--- src/logic/srwl_pkg.sv ---
// shared constants and types for the system register write lock
package srwl_pkg;
    localparam logic [31:0] KEY_FIRST = 32'haa996655;
    localparam logic [31:0] KEY_SECOND = 32'h556699aa;
    localparam int NUM_PROT = 8;
    localparam logic [3:0] IDX_OSC = 4'h0;
    localparam logic [3:0] IDX_PLL = 4'h1;
    localparam logic [3:0] IDX_TUNE = 4'h2;
    localparam logic [3:0] IDX_PMD = 4'h3;
    localparam logic [3:0] IDX_SWRST = 4'h4;
    localparam logic [3:0] IDX_PINSEL = 4'h5;
    localparam logic [3:0] IDX_PWR = 4'h6;
    localparam logic [3:0] IDX_CAL = 4'h7;
    localparam logic [3:0] IDX_KEY = 4'h8;
    localparam logic [31:0] PROT_RESET = 32'h00000000;
    localparam logic [31:0] STATUS_LOCKED = 32'h00000000;
    localparam logic [31:0] STATUS_UNLOCKED = 32'h00000001;

    typedef enum logic [1:0] {
        SRWL_LOCKED = 2'b00,
        SRWL_HALF = 2'b01,
        SRWL_OPEN = 2'b10
    } srwl_state_type;

    // one write request from the processor or dma bus
    typedef struct packed {
        logic valid;
        logic [3:0] index;
        logic [31:0] data;
    } srwl_wr_type;
endpackage

--- src/logic/srwl_key_seq.sv ---
// unlock key sequencer
`timescale 1ns/1ps
module srwl_key_seq (
    input wire logic ref_clk,
    input wire logic rstn,
    input wire srwl_pkg::srwl_wr_type wr,
    output logic unlocked
);
    import srwl_pkg::*;

    srwl_state_type state_ff;
    srwl_state_type nxt_state;
    wire logic key_wr = wr.valid && (wr.index == IDX_KEY);
    wire logic other_wr = wr.valid && (wr.index != IDX_KEY);
    wire logic is_first = wr.data == KEY_FIRST;
    wire logic is_second = wr.data == KEY_SECOND;

    always_comb begin
        nxt_state = state_ff;
        case (state_ff)
            SRWL_LOCKED: begin
                if (key_wr && is_first) begin
                    nxt_state = SRWL_HALF;
                end
            end
            SRWL_HALF: begin
                if (other_wr) begin
                    nxt_state = SRWL_LOCKED;
                end else if (key_wr) begin
                    // wrong second key restarts; a repeated first key re-arms
                    nxt_state = is_second ? SRWL_OPEN : (is_first ? SRWL_HALF : SRWL_LOCKED);
                end
            end
            SRWL_OPEN: begin
                // both keys count as valid here, any other key register value relocks
                if (key_wr && !is_first && !is_second) begin
                    nxt_state = SRWL_LOCKED;
                end
            end
            default: nxt_state = SRWL_LOCKED;
        endcase
    end

    always_ff @(posedge ref_clk or negedge rstn) begin
        if (!rstn) begin
            state_ff <= SRWL_LOCKED;
        end else begin
            state_ff <= nxt_state;
        end
    end

    assign unlocked = (state_ff == SRWL_OPEN);
endmodule

--- src/logic/srwl_top.sv ---
// protected system registers behind the write lock
`timescale 1ns/1ps
// How it works
// - protected registers keep their contents on writes while locked.
// - unlock needs key one then key two, idle bus cycles allowed between them.
// - once unlocked, any non-key write to the key register relocks.
// - a write elsewhere between the two keys abandons the unlock.
// - key register reads zero when locked, one when unlocked.
// - eight registers are protected: oscillator through calendar control.
module srwl_top (
    input wire logic ref_clk,
    input wire logic rstn,
    input wire srwl_pkg::srwl_wr_type wr,
    input wire logic rd_en,
    input wire logic [3:0] rd_index,
    output logic wr_done,
    output logic [31:0] rd_data,
    output logic [31:0] oscillator_control,
    output logic [31:0] pll_control,
    output logic [31:0] frc_tuning,
    output logic [31:0] module_disable_control,
    output logic [31:0] software_reset_trigger,
    output logic [31:0] pin_select_config,
    output logic [31:0] sleep_power_control,
    output logic [31:0] calendar_clock_control,
    output logic unlocked
);
    import srwl_pkg::*;

    logic [31:0] prot_ff [NUM_PROT];
    logic [31:0] rd_data_ff;
    logic unlock_w;

    // key register decode, shared by the sequences and checks below
    function automatic logic key_hit(input srwl_wr_type w);
        return w.valid && (w.index == IDX_KEY);
    endfunction

    function automatic logic key_is(input srwl_wr_type w, input logic [31:0] k);
        return key_hit(w) && (w.data == k);
    endfunction

    function automatic logic foreign_hit(input srwl_wr_type w);
        return w.valid && (w.index != IDX_KEY);
    endfunction

    srwl_key_seq u_seq (
        .ref_clk(ref_clk),
        .rstn(rstn),
        .wr(wr),
        .unlocked(unlock_w)
    );

    wire logic prot_hit = wr.valid && (wr.index < IDX_KEY);
    wire logic prot_we = prot_hit && unlock_w;
    wire logic [2:0] prot_sel = wr.index[2:0];
    wire logic [31:0] status_w = unlock_w ? STATUS_UNLOCKED : STATUS_LOCKED;
    wire logic [31:0] nxt_rd_data = (rd_index == IDX_KEY) ? status_w :
        (rd_index < IDX_KEY) ? prot_ff[rd_index[2:0]] : 32'h00000000;

    always_ff @(posedge ref_clk or negedge rstn) begin
        if (!rstn) begin
            for (int i = 0; i < NUM_PROT; i++) begin
                prot_ff[i] <= PROT_RESET;
            end
        end else if (prot_we) begin
            prot_ff[prot_sel] <= wr.data;
        end
    end

    always_ff @(posedge ref_clk or negedge rstn) begin
        if (!rstn) begin
            rd_data_ff <= 32'h00000000;
        end else if (rd_en) begin
            rd_data_ff <= nxt_rd_data;
        end
    end

    // every write completes, locked or not, so the bus never hangs
    assign wr_done = wr.valid;
    assign rd_data = rd_data_ff;
    assign unlocked = unlock_w;
    assign oscillator_control = prot_ff[IDX_OSC[2:0]];
    assign pll_control = prot_ff[IDX_PLL[2:0]];
    assign frc_tuning = prot_ff[IDX_TUNE[2:0]];
    assign module_disable_control = prot_ff[IDX_PMD[2:0]];
    assign software_reset_trigger = prot_ff[IDX_SWRST[2:0]];
    assign pin_select_config = prot_ff[IDX_PINSEL[2:0]];
    assign sleep_power_control = prot_ff[IDX_PWR[2:0]];
    assign calendar_clock_control = prot_ff[IDX_CAL[2:0]];
endmodule

--- config.mk ---
export PLATFORM = sky130hd
export DESIGN_NAME = srwl_top
export DESIGN_NICKNAME = d
export VERILOG_FILES = /design/src/logic/srwl_pkg.sv /design/src/logic/srwl_key_seq.sv /design/src/logic/srwl_top.sv
export SDC_FILE = /design/constraint.sdc
export NUM_CORES = 1
export LEC_CHECK = 0
export ABC_CLOCK_PERIOD_IN_PS = 2000
export BUFFER_PORTS_ARGS = -buffer_cell sky130_fd_sc_hd__clkbuf_2
export CAP_MARGIN = 30
export CORE_MARGIN = 10
export CORE_UTILIZATION = 35
export CTS_CLUSTER_DIAMETER = 80
export DETAILED_ROUTE_END_ITERATION = 10
export SETUP_SLACK_MARGIN = 0.02
export SYNTH_ARGS = -nofsm -noshare
export SYNTH_HDL_FRONTEND = slang
export SYNTH_SLANG_ARGS = --single-unit
--- constraint.sdc ---
create_clock -name ref_clk -period 2 [get_ports ref_clk]
set_clock_uncertainty 0.05 [all_clocks]
set_input_delay 0.1 -clock ref_clk [delete_from_list [all_inputs] [get_ports ref_clk]]
set_output_delay 0.1 -clock ref_clk [all_outputs]
set_load 0.02 [all_outputs]
; ---- Yosys cells after proc, flatten, opt, wreduce, memory -nomap -nowiden
; Index checks and enable logic that the tools add are counted.
[totals]
elab_cells = 55
latch_bits = 0
ramBits = 0
out_inout_bits = 290
mem_count = 0
rom_bits = 0
regBits = 290
input_bits = 44
[op_classes]
eq_ne = 10
n_addsub = 0
muxes = 16
multipliers = 0
div = 0
order_cmp = 5
n_shift = 0
n_bitwise = 2
n_reduce_logical = 12
[ops]
columns = op, n
row1 = 256-bit bitwise mux, 1
row2 = 32-bit two-way mux, 5
row3 = 32-bit binary-select mux with 3-bit select, 1
row4 = 32-bit demux with 3-bit select, 1
row5 = 32-bit by 31-bit == test with 1-bit output (second input constant), 1
row6 = 32-bit == test (second input constant), 1
row7 = 2-bit two-way mux, 5
row8 = 4-bit == test (second input constant), 2
row9 = 4-bit greater-or-equal comparator (second input constant), 2
row10 = 1-bit logical AND, 8
row11 = 4-bit < comparator (second input constant), 2
row12 = 3-bit NOT with 4-bit output, 2
row13 = 2-bit case mux with 3 select lines, 1
row14 = 4-bit by 1-bit < comparator with 1-bit output (second input constant), 1
row15 = 2-bit by 1-bit != test with 1-bit output (second input constant), 2
row16 = 4-bit != test (second input constant), 1
row17 = 3-bit by 1-bit != test with 1-bit output (second input constant), 1
row18 = 3-bit AND reduction, 1
row19 = 2-bit by 1-bit == test with 1-bit output (second input constant), 1
row20 = 2-bit == test (second input constant), 1
row21 = 1-bit logical NOT, 2
row22 = 2-bit logical NOT, 1
row23 = 1-bit two-way mux, 2

; ---- Longest topological paths before layout
; Gate-level depths: netlist of run 1.
[depth]
ltp_word = 6
ltp_mapped = 6
mapped_depth_nobuf = 4

; ---- Cells and area by module
; A second synthesis of run 1 with hierarchy kept.
[unflattened]
cells_unflattened = 916
area_unflattened_um2 = 13195.2
[modules_own_cells]
columns = mod, cells_each, area_each_um2, seq_area_each_um2, instances
row1 = srwl_top, 883, 12864.8, 7206.9, 1
row2 = srwl_key_seq, 33, 330.3, 50.0, 1

; ---- Worst setup path before layout of run 1
; No wires, ideal clock.
[synth_path]
kind = reg2reg
from = reg u_seq.state_ff[0]
to = reg prot_ff, in the netlist software_reset_trigger[10]
setup_ps = 125
stages_incl_launch_ff = 6
required_time_ps = 1825
period_less_slack_ps = 1890
path_buffers = 1
arrival_ps = 1715
slack_ps = 110
cell_sequence = dfrtp_1 and2b_2 nand4bb_4 nor3b_4 buf_6 mux2_2
[synth_via]
elab_chain_cells = 2
[synth_lines]
columns = item, line
row1 = start: declaration, srwl_key_seq.sv:11  ; srwl_state_type state_ff;
row2 = start signal: assignment, srwl_key_seq.sv:48  ; state_ff <= nxt_state;
row3 = 2-bit == test, srwl_key_seq.sv:52  ; assign unlocked = (state_ff == SRWL_OPEN);
row4 = named net unlocked, srwl_top.sv:26  ; output logic unlocked
row5 = 1-bit logical AND, srwl_top.sv:55  ; wire logic prot_we = prot_hit && unlock_w;
row6 = end signal: indexed assignment, srwl_top.sv:67  ; prot_ff[prot_sel] <= wr.data;
row7 = end: declaration, srwl_top.sv:30  ; logic [31:0] prot_ff [NUM_PROT];
; The timed path passes the listed nets, and every way through them passes these cells.
; A chain may end at the register's enable or synchronous reset.

; ---- Worst setup path after layout of run 1
[layout_path]
from = reg u_seq.state_ff[0]
to = reg prot_ff, in the netlist software_reset_trigger[1]
[layout_via]
elab_chain_cells = 2
[layout_lines]
columns = item, line
row1 = 2-bit == test, srwl_key_seq.sv:52
row2 = 1-bit logical AND, srwl_top.sv:55
; No other way between the ends.

==> metrics.log, run 1 <==
INFO  metric cts_buffers = 34
INFO  metric cellPowerDensity = 749 nW/um^2
INFO  metric grt_setup_unrepaired = true
INFO  metric pin_count_of_the_biggest_net_entering_global_routing = 71
INFO  metric clkSlewWorstSetupHoldPaths = 0.06 ns
INFO  metric worstPathArrival = 2.34 ns
INFO  metric total_number_of_vias = 9,127
INFO  metric routability_congestion_estimate_from_global_placement = 0.785
INFO  metric total_power = 13,000 uW
INFO  metric die_height = 214 um
INFO  metric mappedNetlistArea = around 13,000 sq um
INFO  metric period_share = 0.999
INFO  metric clkSinkCount = between 200 and 300
INFO  metric worstReg2RegEnd = software_reset_trigger[1]$_DFFE_PN0P_
INFO  metric critical_path.startpoint_type = flop
INFO  metric yosys.area.top_type = sky130_fd_sc_hd__dfrtp_1
INFO  metric grt_antenna_before_repair = 2
INFO  metric synth_top_area_share = 0.552
INFO  metric critPathKind = flop to flop
INFO  metric core_area = ~37,000 sq um
INFO  metric ys_ff_latch = 290
INFO  metric syn-num-nets = 883
INFO  metric post_synth_edffs = 0
INFO  metric stdcell_area = 17,300 sq um
INFO  metric post_synth_inst_count = 839
INFO  metric floorplan.initialDensity = 0.357
INFO  metric drt-wirelength-per-cell = 26.9 um
INFO  metric viasPerCell = 5.29
INFO  metric vdd.ir_drop.worst = 0.524 mV
INFO  metric hold_path_end = pin_select_config[7]$_DFFE_PN0P_
INFO  metric ys.flop_type = sky130_fd_sc_hd__dfrtp_1
INFO  metric dp_slack = 0.00955 ns
INFO  metric cts_htree_levels = 2
INFO  metric worstSetupEndpointType = flop
INFO  metric pin_count = 334
INFO  metric global_route.usage.total = 0.199
INFO  metric worstSkewPairLatency = 0.50 ns
INFO  metric max-slew-margin-rel = 0.569
INFO  metric grt_first_pass_wirelength = 68.2 mm
INFO  metric r2r_start = u_seq.state_ff[0]$_DFFE_PN0P_
INFO  metric clock-root-buffer = sky130_fd_sc_hd__clkbuf_16
INFO  metric status = finished, final reports clean
INFO  metric total_leakage_power = approximately 0.009 uW
INFO  metric hold_viol = 0
INFO  metric number_of_maximum_capacitance_violations = 0
INFO  metric synth.yosys.warnings = 0
INFO  metric post-place-cells = 1,622
INFO  metric crit_required = 2.34 ns
INFO  metric first_pass_iters = 4
INFO  metric timing.final.ws_setup = 0.00169 ns
INFO  metric first_iter_violations = between 500 and 600
INFO  metric postSynthAreaPerCell = 15.7 sq um
INFO  metric postPlaceCellArea = 15,700 sq um
INFO  metric final_net_count = about 1,300
INFO  metric filler_cell_count = roughly 3,300
INFO  metric row_count = 70
INFO  metric min-delay-start = wr[7]
INFO  metric drcViolationCount = 0
INFO  metric detail_route.wirelength = 46.4 mm
INFO  metric worstMarginPinSlew = 0.638 ns
INFO  metric worstRegToRegCells = 6
INFO  metric post_route_cells_drive_above_1_share = 0.589
INFO  metric finalNonFillerCells = 1,725
INFO  metric regToRegSetupSlack = 0.002 ns
INFO  metric yosysUniqueCellTypes = 35
INFO  metric postLayoutCoreUtil = 0.470
INFO  metric first_global_vias = 9,854
INFO  metric chipWidth = 214 um
INFO  metric async_set_or_reset_register_ratio_after_synthesis = 1.00
INFO  metric max_clock_freq = 500 MHz
INFO  metric hold_path_depth = 3
INFO  metric synthTopCellsByArea = sky130_fd_sc_hd__dfrtp_1 55%, sky130_fd_sc_hd__mux2_2 18%, sky130_fd_sc_hd__mux4_2 11%
INFO  metric synthesis_to_layout_area_growth = 31.6%
INFO  metric critical_path.max_fanout = 11
INFO  metric port-buffer-count = 333
INFO  metric detail-route-antenna-nets = 0
INFO  metric fp.dieArea = 45,700 sq um
INFO  metric finalSetupViolations = 0
INFO  metric slew_viol_final = 0
INFO  metric synth_seq_area_share = 0.552
INFO  metric detailedPlacementHpwl = 33.0 mm
INFO  metric cts_buffer_depth = 3
INFO  metric worst_hold_path_type = input pin to flop
INFO  metric timing.final.crit_period = about 2.0 ns
INFO  metric gr-total-overflow = 0
INFO  metric tritoncts_clock_tree = yes
worst max-delay path by stage:
stage	start	endpoint	slack (ns)	cells past startpoint
5_1_grt	u_seq.state_ff[0]$_DFFE_PN0P_	software_reset_trigger[31]$_DFFE_PN0P_	-0.07	6
6_report	u_seq.state_ff[0]$_DFFE_PN0P_	software_reset_trigger[1]$_DFFE_PN0P_	0.002	6
3_3_place_gp	u_seq.state_ff[0]$_DFFE_PN0P_	software_reset_trigger[20]$_DFFE_PN0P_	0.03	5
3_5_place_dp	u_seq.state_ff[0]$_DFFE_PN0P_	software_reset_trigger[12]$_DFFE_PN0P_	0.01	5
2_1_floorplan	u_seq.state_ff[0]$_DFFE_PN0P_	software_reset_trigger[10]$_DFFE_PN0P_	0.11	5
4_1_cts	u_seq.state_ff[0]$_DFFE_PN0P_	software_reset_trigger[1]$_DFFE_PN0P_	0.004	5
kinds of logic after synthesis:
| logic type | share of synthesized area |
|---|---|
| multiplexers | 0.352 |
| flip-flops | 0.552 |
| buffers and inverters | 0.0451 |
| AND/OR/NAND/NOR | 0.0317 |
| AO/OA/AOI/OAI | 0.0185 |
layer usage:
metal | global-route usage | up-vias | wire length [um]
met1 | 0.264 | 4845 | 20000
li1 | - | 3913 | -
met2 | 0.329 | 307 | 22600
met4 | 0.0445 | 0 | 872
met3 | 0.0420 | 62 | 2930
met5 | 0 | - | 0
layout by cell type (no fill, tap or decap), types with 2 or more instances in the layout:
master / synthesis / final
sky130_fd_sc_hd__bufinv_16: 0 / 4
sky130_fd_sc_hd__clkbuf_1: 29 / 11
sky130_fd_sc_hd__nor4b_1: 2 / 2
sky130_fd_sc_hd__mux2_1: 48 / 48
sky130_fd_sc_hd__nor2_1: 3 / 3
sky130_fd_sc_hd__o21bai_1: 2 / 2
sky130_fd_sc_hd__dlygate4sd3_1: 0 / 35
sky130_fd_sc_hd__buf_6: 15 / 3
sky130_fd_sc_hd__nand2b_1: 3 / 2
sky130_fd_sc_hd__mux2_2: 208 / 208
sky130_fd_sc_hd__mux4_2: 63 / 63
sky130_fd_sc_hd__nor4bb_1: 14 / 13
sky130_fd_sc_hd__clkbuf_8: 0 / 6
sky130_fd_sc_hd__o22ai_1: 31 / 31
sky130_fd_sc_hd__nor3b_4: 2 / 2
sky130_fd_sc_hd__inv_1: 31 / 31
sky130_fd_sc_hd__nand3b_4: 2 / 2
sky130_fd_sc_hd__clkinv_2: 0 / 2
sky130_fd_sc_hd__nand2_1: 2 / 2
sky130_fd_sc_hd__mux2i_1: 33 / 33
sky130_fd_sc_hd__buf_4: 9 / 49
sky130_fd_sc_hd__diode_2: 0 / 3
sky130_fd_sc_hd__buf_12: 0 / 21
sky130_fd_sc_hd__clkbuf_2: 0 / 330
sky130_fd_sc_hd__dfrtp_1: 290 / 290
sky130_fd_sc_hd__a31oi_1: 2 / 2
sky130_fd_sc_hd__nand4_1: 4 / 4
sky130_fd_sc_hd__clkbuf_16: 0 / 36
worst max-delay path: stages (launching register included):
cell and delay (ns):
sky130_fd_sc_hd__dfrtp_1 0.39, sky130_fd_sc_hd__and2b_2 0.26, sky130_fd_sc_hd__nand4bb_4 0.21, sky130_fd_sc_hd__nor3b_4 0.25, sky130_fd_sc_hd__buf_4 0.15, sky130_fd_sc_hd__buf_4 0.21, sky130_fd_sc_hd__mux2_2 0.37
synthesized netlist by cell type (3+ instances only):
cell,instances
sky130_fd_sc_hd__buf_1,23
sky130_fd_sc_hd__buf_2,9
sky130_fd_sc_hd__buf_4,9
sky130_fd_sc_hd__buf_6,15
sky130_fd_sc_hd__clkbuf_1,29
sky130_fd_sc_hd__dfrtp_1,290
sky130_fd_sc_hd__inv_1,31
sky130_fd_sc_hd__mux2_1,48
sky130_fd_sc_hd__mux2_2,208
sky130_fd_sc_hd__mux2i_1,33
sky130_fd_sc_hd__mux4_2,63
sky130_fd_sc_hd__nand2b_1,3
sky130_fd_sc_hd__nand4_1,4
sky130_fd_sc_hd__nor2_1,3
sky130_fd_sc_hd__nor4bb_1,14
sky130_fd_sc_hd__o22ai_1,31
timing repair:
action                                 4_1_cts  5_1_grt
gates cloned                                 0        2
setup endpoints to repair                   22       81
resized for setup                            1        6
endpoints found under the hold margin      433        0
setup buffers                                0        3
hold buffers                                35        0
through the flow:
step	hold WS [ns]	setup TNS, ns
after floorplan	-0.246	0
after global placement	0.0287	0
after detailed placement	0.0286	0
after CTS	0.00277	0
after global routing	0.0225	-2.08
final	0.0216	0
report_power, final:
group | switching, uW | internal (uW)
sequential | 1.28 | 5870
clock | 2440 | 3960
combinational | 434 | 245
total | 2880 | 10100
area by class of cell:
class | instances | area (sq um) | share of cell area
inverters | 31 | 116 | 0.00673
diodes | 3 | 7.51 | 0.000434
clock buffers | 52 | 1000 | 0.0578
clock inverters | 8 | 146 | 0.00847
repair buffers | 440 | 2860 | 0.166
multi-input cells | 433 | 5310 | 0.307
well taps | 468 | 586 | 0.0339
flip-flops and latches | 290 | 7260 | 0.420
state kept, by name (all words and copies together), names as in the netlist:
register                flops
calendar_clock_control     32
frc_tuning                 32
module_disable_control     32
oscillator_control         32
pin_select_config          32
pll_control                32
rd_data                    32
sleep_power_control        32
software_reset_trigger     32
u_seq.state_ff              2
(Power assumes the default switching activity.)
==> run 2, diff against run 1 <==
- CTS_BUF_LIST: not set -> sky130_fd_sc_hd__clkbuf_4 sky130_fd_sc_hd__clkbuf_8
- SETUP_SLACK_MARGIN: 0.02 -> 0.3
==> run 2 against run 1 <==
  * The flow now finishes with violations (negative setup slack)
  * Final cell count rose by 3.8%
  * Via count rose by 3.4%
  * Register-to-register slack barely moved
  * First-iteration DRC count rose by 3.3%
  * Routed wire length rose by 7.1%
  * Non-clock buffer count rose by 42
  * Die area did not move
  * Fmax fell by 0.64%
  * Sequential cell count did not move
  * Setup slack got worse by 0.013 ns
  * Combinational power rose by 2%
  * Total power fell by 7.0%
==> metrics.log, run 2 (synthesis results as in run 1) <==
INFO  metric status = finished with violations
INFO  metric violations = negative setup slack
INFO  metric max_clock_freq = 497 MHz
INFO  metric max-slew-margin-rel = 0.502
INFO  metric pin_count = 334
INFO  metric pin_count_of_the_biggest_net_entering_global_routing = 70
INFO  metric die_height = roughly 210 um
INFO  metric layout.cells.most_common = sky130_fd_sc_hd__clkbuf_2
INFO  metric viasPerCell = 5.27
INFO  metric path_buf_inv = 3
INFO  metric layout.cells.most_common_list = 327 x sky130_fd_sc_hd__clkbuf_2, 290 x sky130_fd_sc_hd__dfrtp_1, 215 x sky130_fd_sc_hd__mux2_4
INFO  metric worstMarginPinSlew = 0.736 ns
INFO  metric detail_route.wirelength = 49.7 mm
INFO  metric hold_viol = 0
INFO  metric total_power = 12,100 uW
INFO  metric number_of_maximum_capacitance_violations = 0
INFO  metric core_area = ~37,000 sq um
INFO  metric drcViolationCount = 0
INFO  metric cp_slowest_stage_delay = between 0.3 and 0.4 ns
INFO  metric worstSetupEndpointType = flop
INFO  metric critical_path.startpoint_type = flop
INFO  metric period_share = 1.01
INFO  metric total_number_of_vias = 9,441
INFO  metric critical_path.max_fanout = 15
INFO  metric clock-root-buffer = sky130_fd_sc_hd__clkbuf_8
INFO  metric critPathTopFamily = simple AND/OR/NAND/NOR gates
INFO  metric post_route_cells_drive_above_1_share = 0.652
INFO  metric timing.critical_path.mode_cell = sky130_fd_sc_hd__buf_6
INFO  metric worstSkewPairLatency = 0.63 ns
INFO  metric routability_congestion_estimate_from_global_placement = 0.798
INFO  metric cts_buffers = 51
INFO  metric cells_along_the_critical_path = and2b_4 -> and4b_1 -> buf_6 -> buf_6 -> nand3_4 -> buf_12 -> mux2_4
INFO  metric area.sequential = roughly 7300 sq um
INFO  metric stdcell_area = 18,900 sq um
INFO  metric tritoncts_clock_tree = yes
INFO  metric clkSinkCount = 290
INFO  metric cts_buffer_depth = 3
INFO  metric first_iter_violations = 559
INFO  metric vdd.ir_drop.worst = 0.384 mV
INFO  metric cellPowerDensity = 639 nW/um^2
INFO  metric port-buffer-count = 333
INFO  metric detailedPlacementHpwl = 32.2 mm
INFO  metric timing.final.crit_period = ~2.0 ns
INFO  metric detail-route-antenna-nets = 0
INFO  metric global_route.usage.total = 0.210
INFO  metric timing.final.ws_setup = -0.0112 ns
INFO  metric grt_setup_unrepaired = true
INFO  metric dp_slack = 0.0113 ns
INFO  metric slew_viol_final = 0
INFO  metric postLayoutCoreUtil = 0.513
INFO  metric worst_hold_path_type = input pin to flop
INFO  metric row_count = 70
INFO  metric postPlaceCellArea = 15,800 sq um
INFO  metric total_leakage_power = 0.00980 uW
INFO  metric first_pass_iters = 4
INFO  metric grt_antenna_before_repair = 4
INFO  metric filler_cell_count = around 3,200
INFO  metric grt_first_pass_wirelength = ~70 mm
INFO  metric cts_htree_levels = 2
INFO  metric chipWidth = 214 um
INFO  metric gr-total-overflow = 0
INFO  metric clkSlewWorstSetupHoldPaths = 0.06 ns
INFO  metric final_net_count = 1,333
INFO  metric worstPathArrival = 2.46 ns
INFO  metric fp.dieArea = roughly 46,000 sq um
INFO  metric critPathKind = flop to flop
INFO  metric multiInputGateArea = approximately 6100 sq um
INFO  metric timing.critical_path.slowest_stage_cell = sky130_fd_sc_hd__dfrtp_1
INFO  metric finalSetupViolations = 8
INFO  metric synthesis_to_layout_area_growth = 43.6%
INFO  metric first_global_vias = just over 10,000
INFO  metric floorplan.initialDensity = 0.357
INFO  metric crit_required = 2.45 ns
INFO  metric drt-wirelength-per-cell = 27.8 um
run 2: through the flow:
step	setup TNS (ns)	hold slack, ns	std cells
detailed placement	0	0.0191	1614
finish	-0.0355	0.0532	1790
floorplan	0	-0.246	839
global route	-1.28	0.0543	1789
global placement	0	0.0201	1614
CTS	0	0.00458	1775
run 2: worst min-delay path, cell delays in order:
cell	delay [ns]
sky130_fd_sc_hd__buf_4	0.23
sky130_fd_sc_hd__o211ai_1	0.25
sky130_fd_sc_hd__a31oi_1	0.09
run 2: worst paths after layout:
path                       cells past startpoint                                    end                          start  slack, ns
max                                            7  calendar_clock_control[9]$_DFFE_PN0P_  u_seq.state_ff[0]$_DFFE_PN0P_      -0.01
max reg2reg                                    7  calendar_clock_control[9]$_DFFE_PN0P_  u_seq.state_ff[0]$_DFFE_PN0P_      -0.01
min in group asynchronous                      3            pll_control[28]$_DFFE_PN0P_                           rstn       0.50
max in group asynchronous                      4            pll_control[15]$_DFFE_PN0P_                           rstn       0.64
min                                            3                 rd_data[0]$_DFFE_PN0P_                    rd_index[0]       0.05
min reg2reg                                    2                 rd_data[7]$_DFFE_PN0P_         rd_data[7]$_DFFE_PN0P_       0.48
run 2: layer usage:
layer,GRT usage,vias to the layer above,part of all wire
li1,-,4003,-
met5,0,-,0.00014
met3,0.0545,59,0.069
met2,0.340,328,0.47
met4,0.0616,2,0.019
met1,0.272,5049,0.44
run 2: timing repair:
item	CTS	global route
gates resized for setup	111	122
hold buffers	39	0
pin swaps	2	3
endpoints found under the setup margin	257	258
cloned	14	7
buffers inserted	24	6
endpoints found under the hold margin	548	0
run 2: cell type report:
class	instances	share of cell area
Antenna cell	2	0.000265
Clock buffer	78	0.0509
Clock inverter	6	0.00199
Inverter	31	0.00617
Multi-Input combinational cell	433	0.326
Sequential cell	290	0.385
Tap cell	468	0.0310
Timing Repair Buffer	482	0.199
run 2: report_power, final:
part | internal [uW] | total, uW | switching (uW) | leakage [uW]
Clock | 3020 | 5490 | 2460 | 0.000526
Sequential | 5870 | 5870 | 0.968 | 0.00405
Combinational | 251 | 691 | 440 | 0.00523
Total | 9150 | 12100 | 2900 | 0.00980
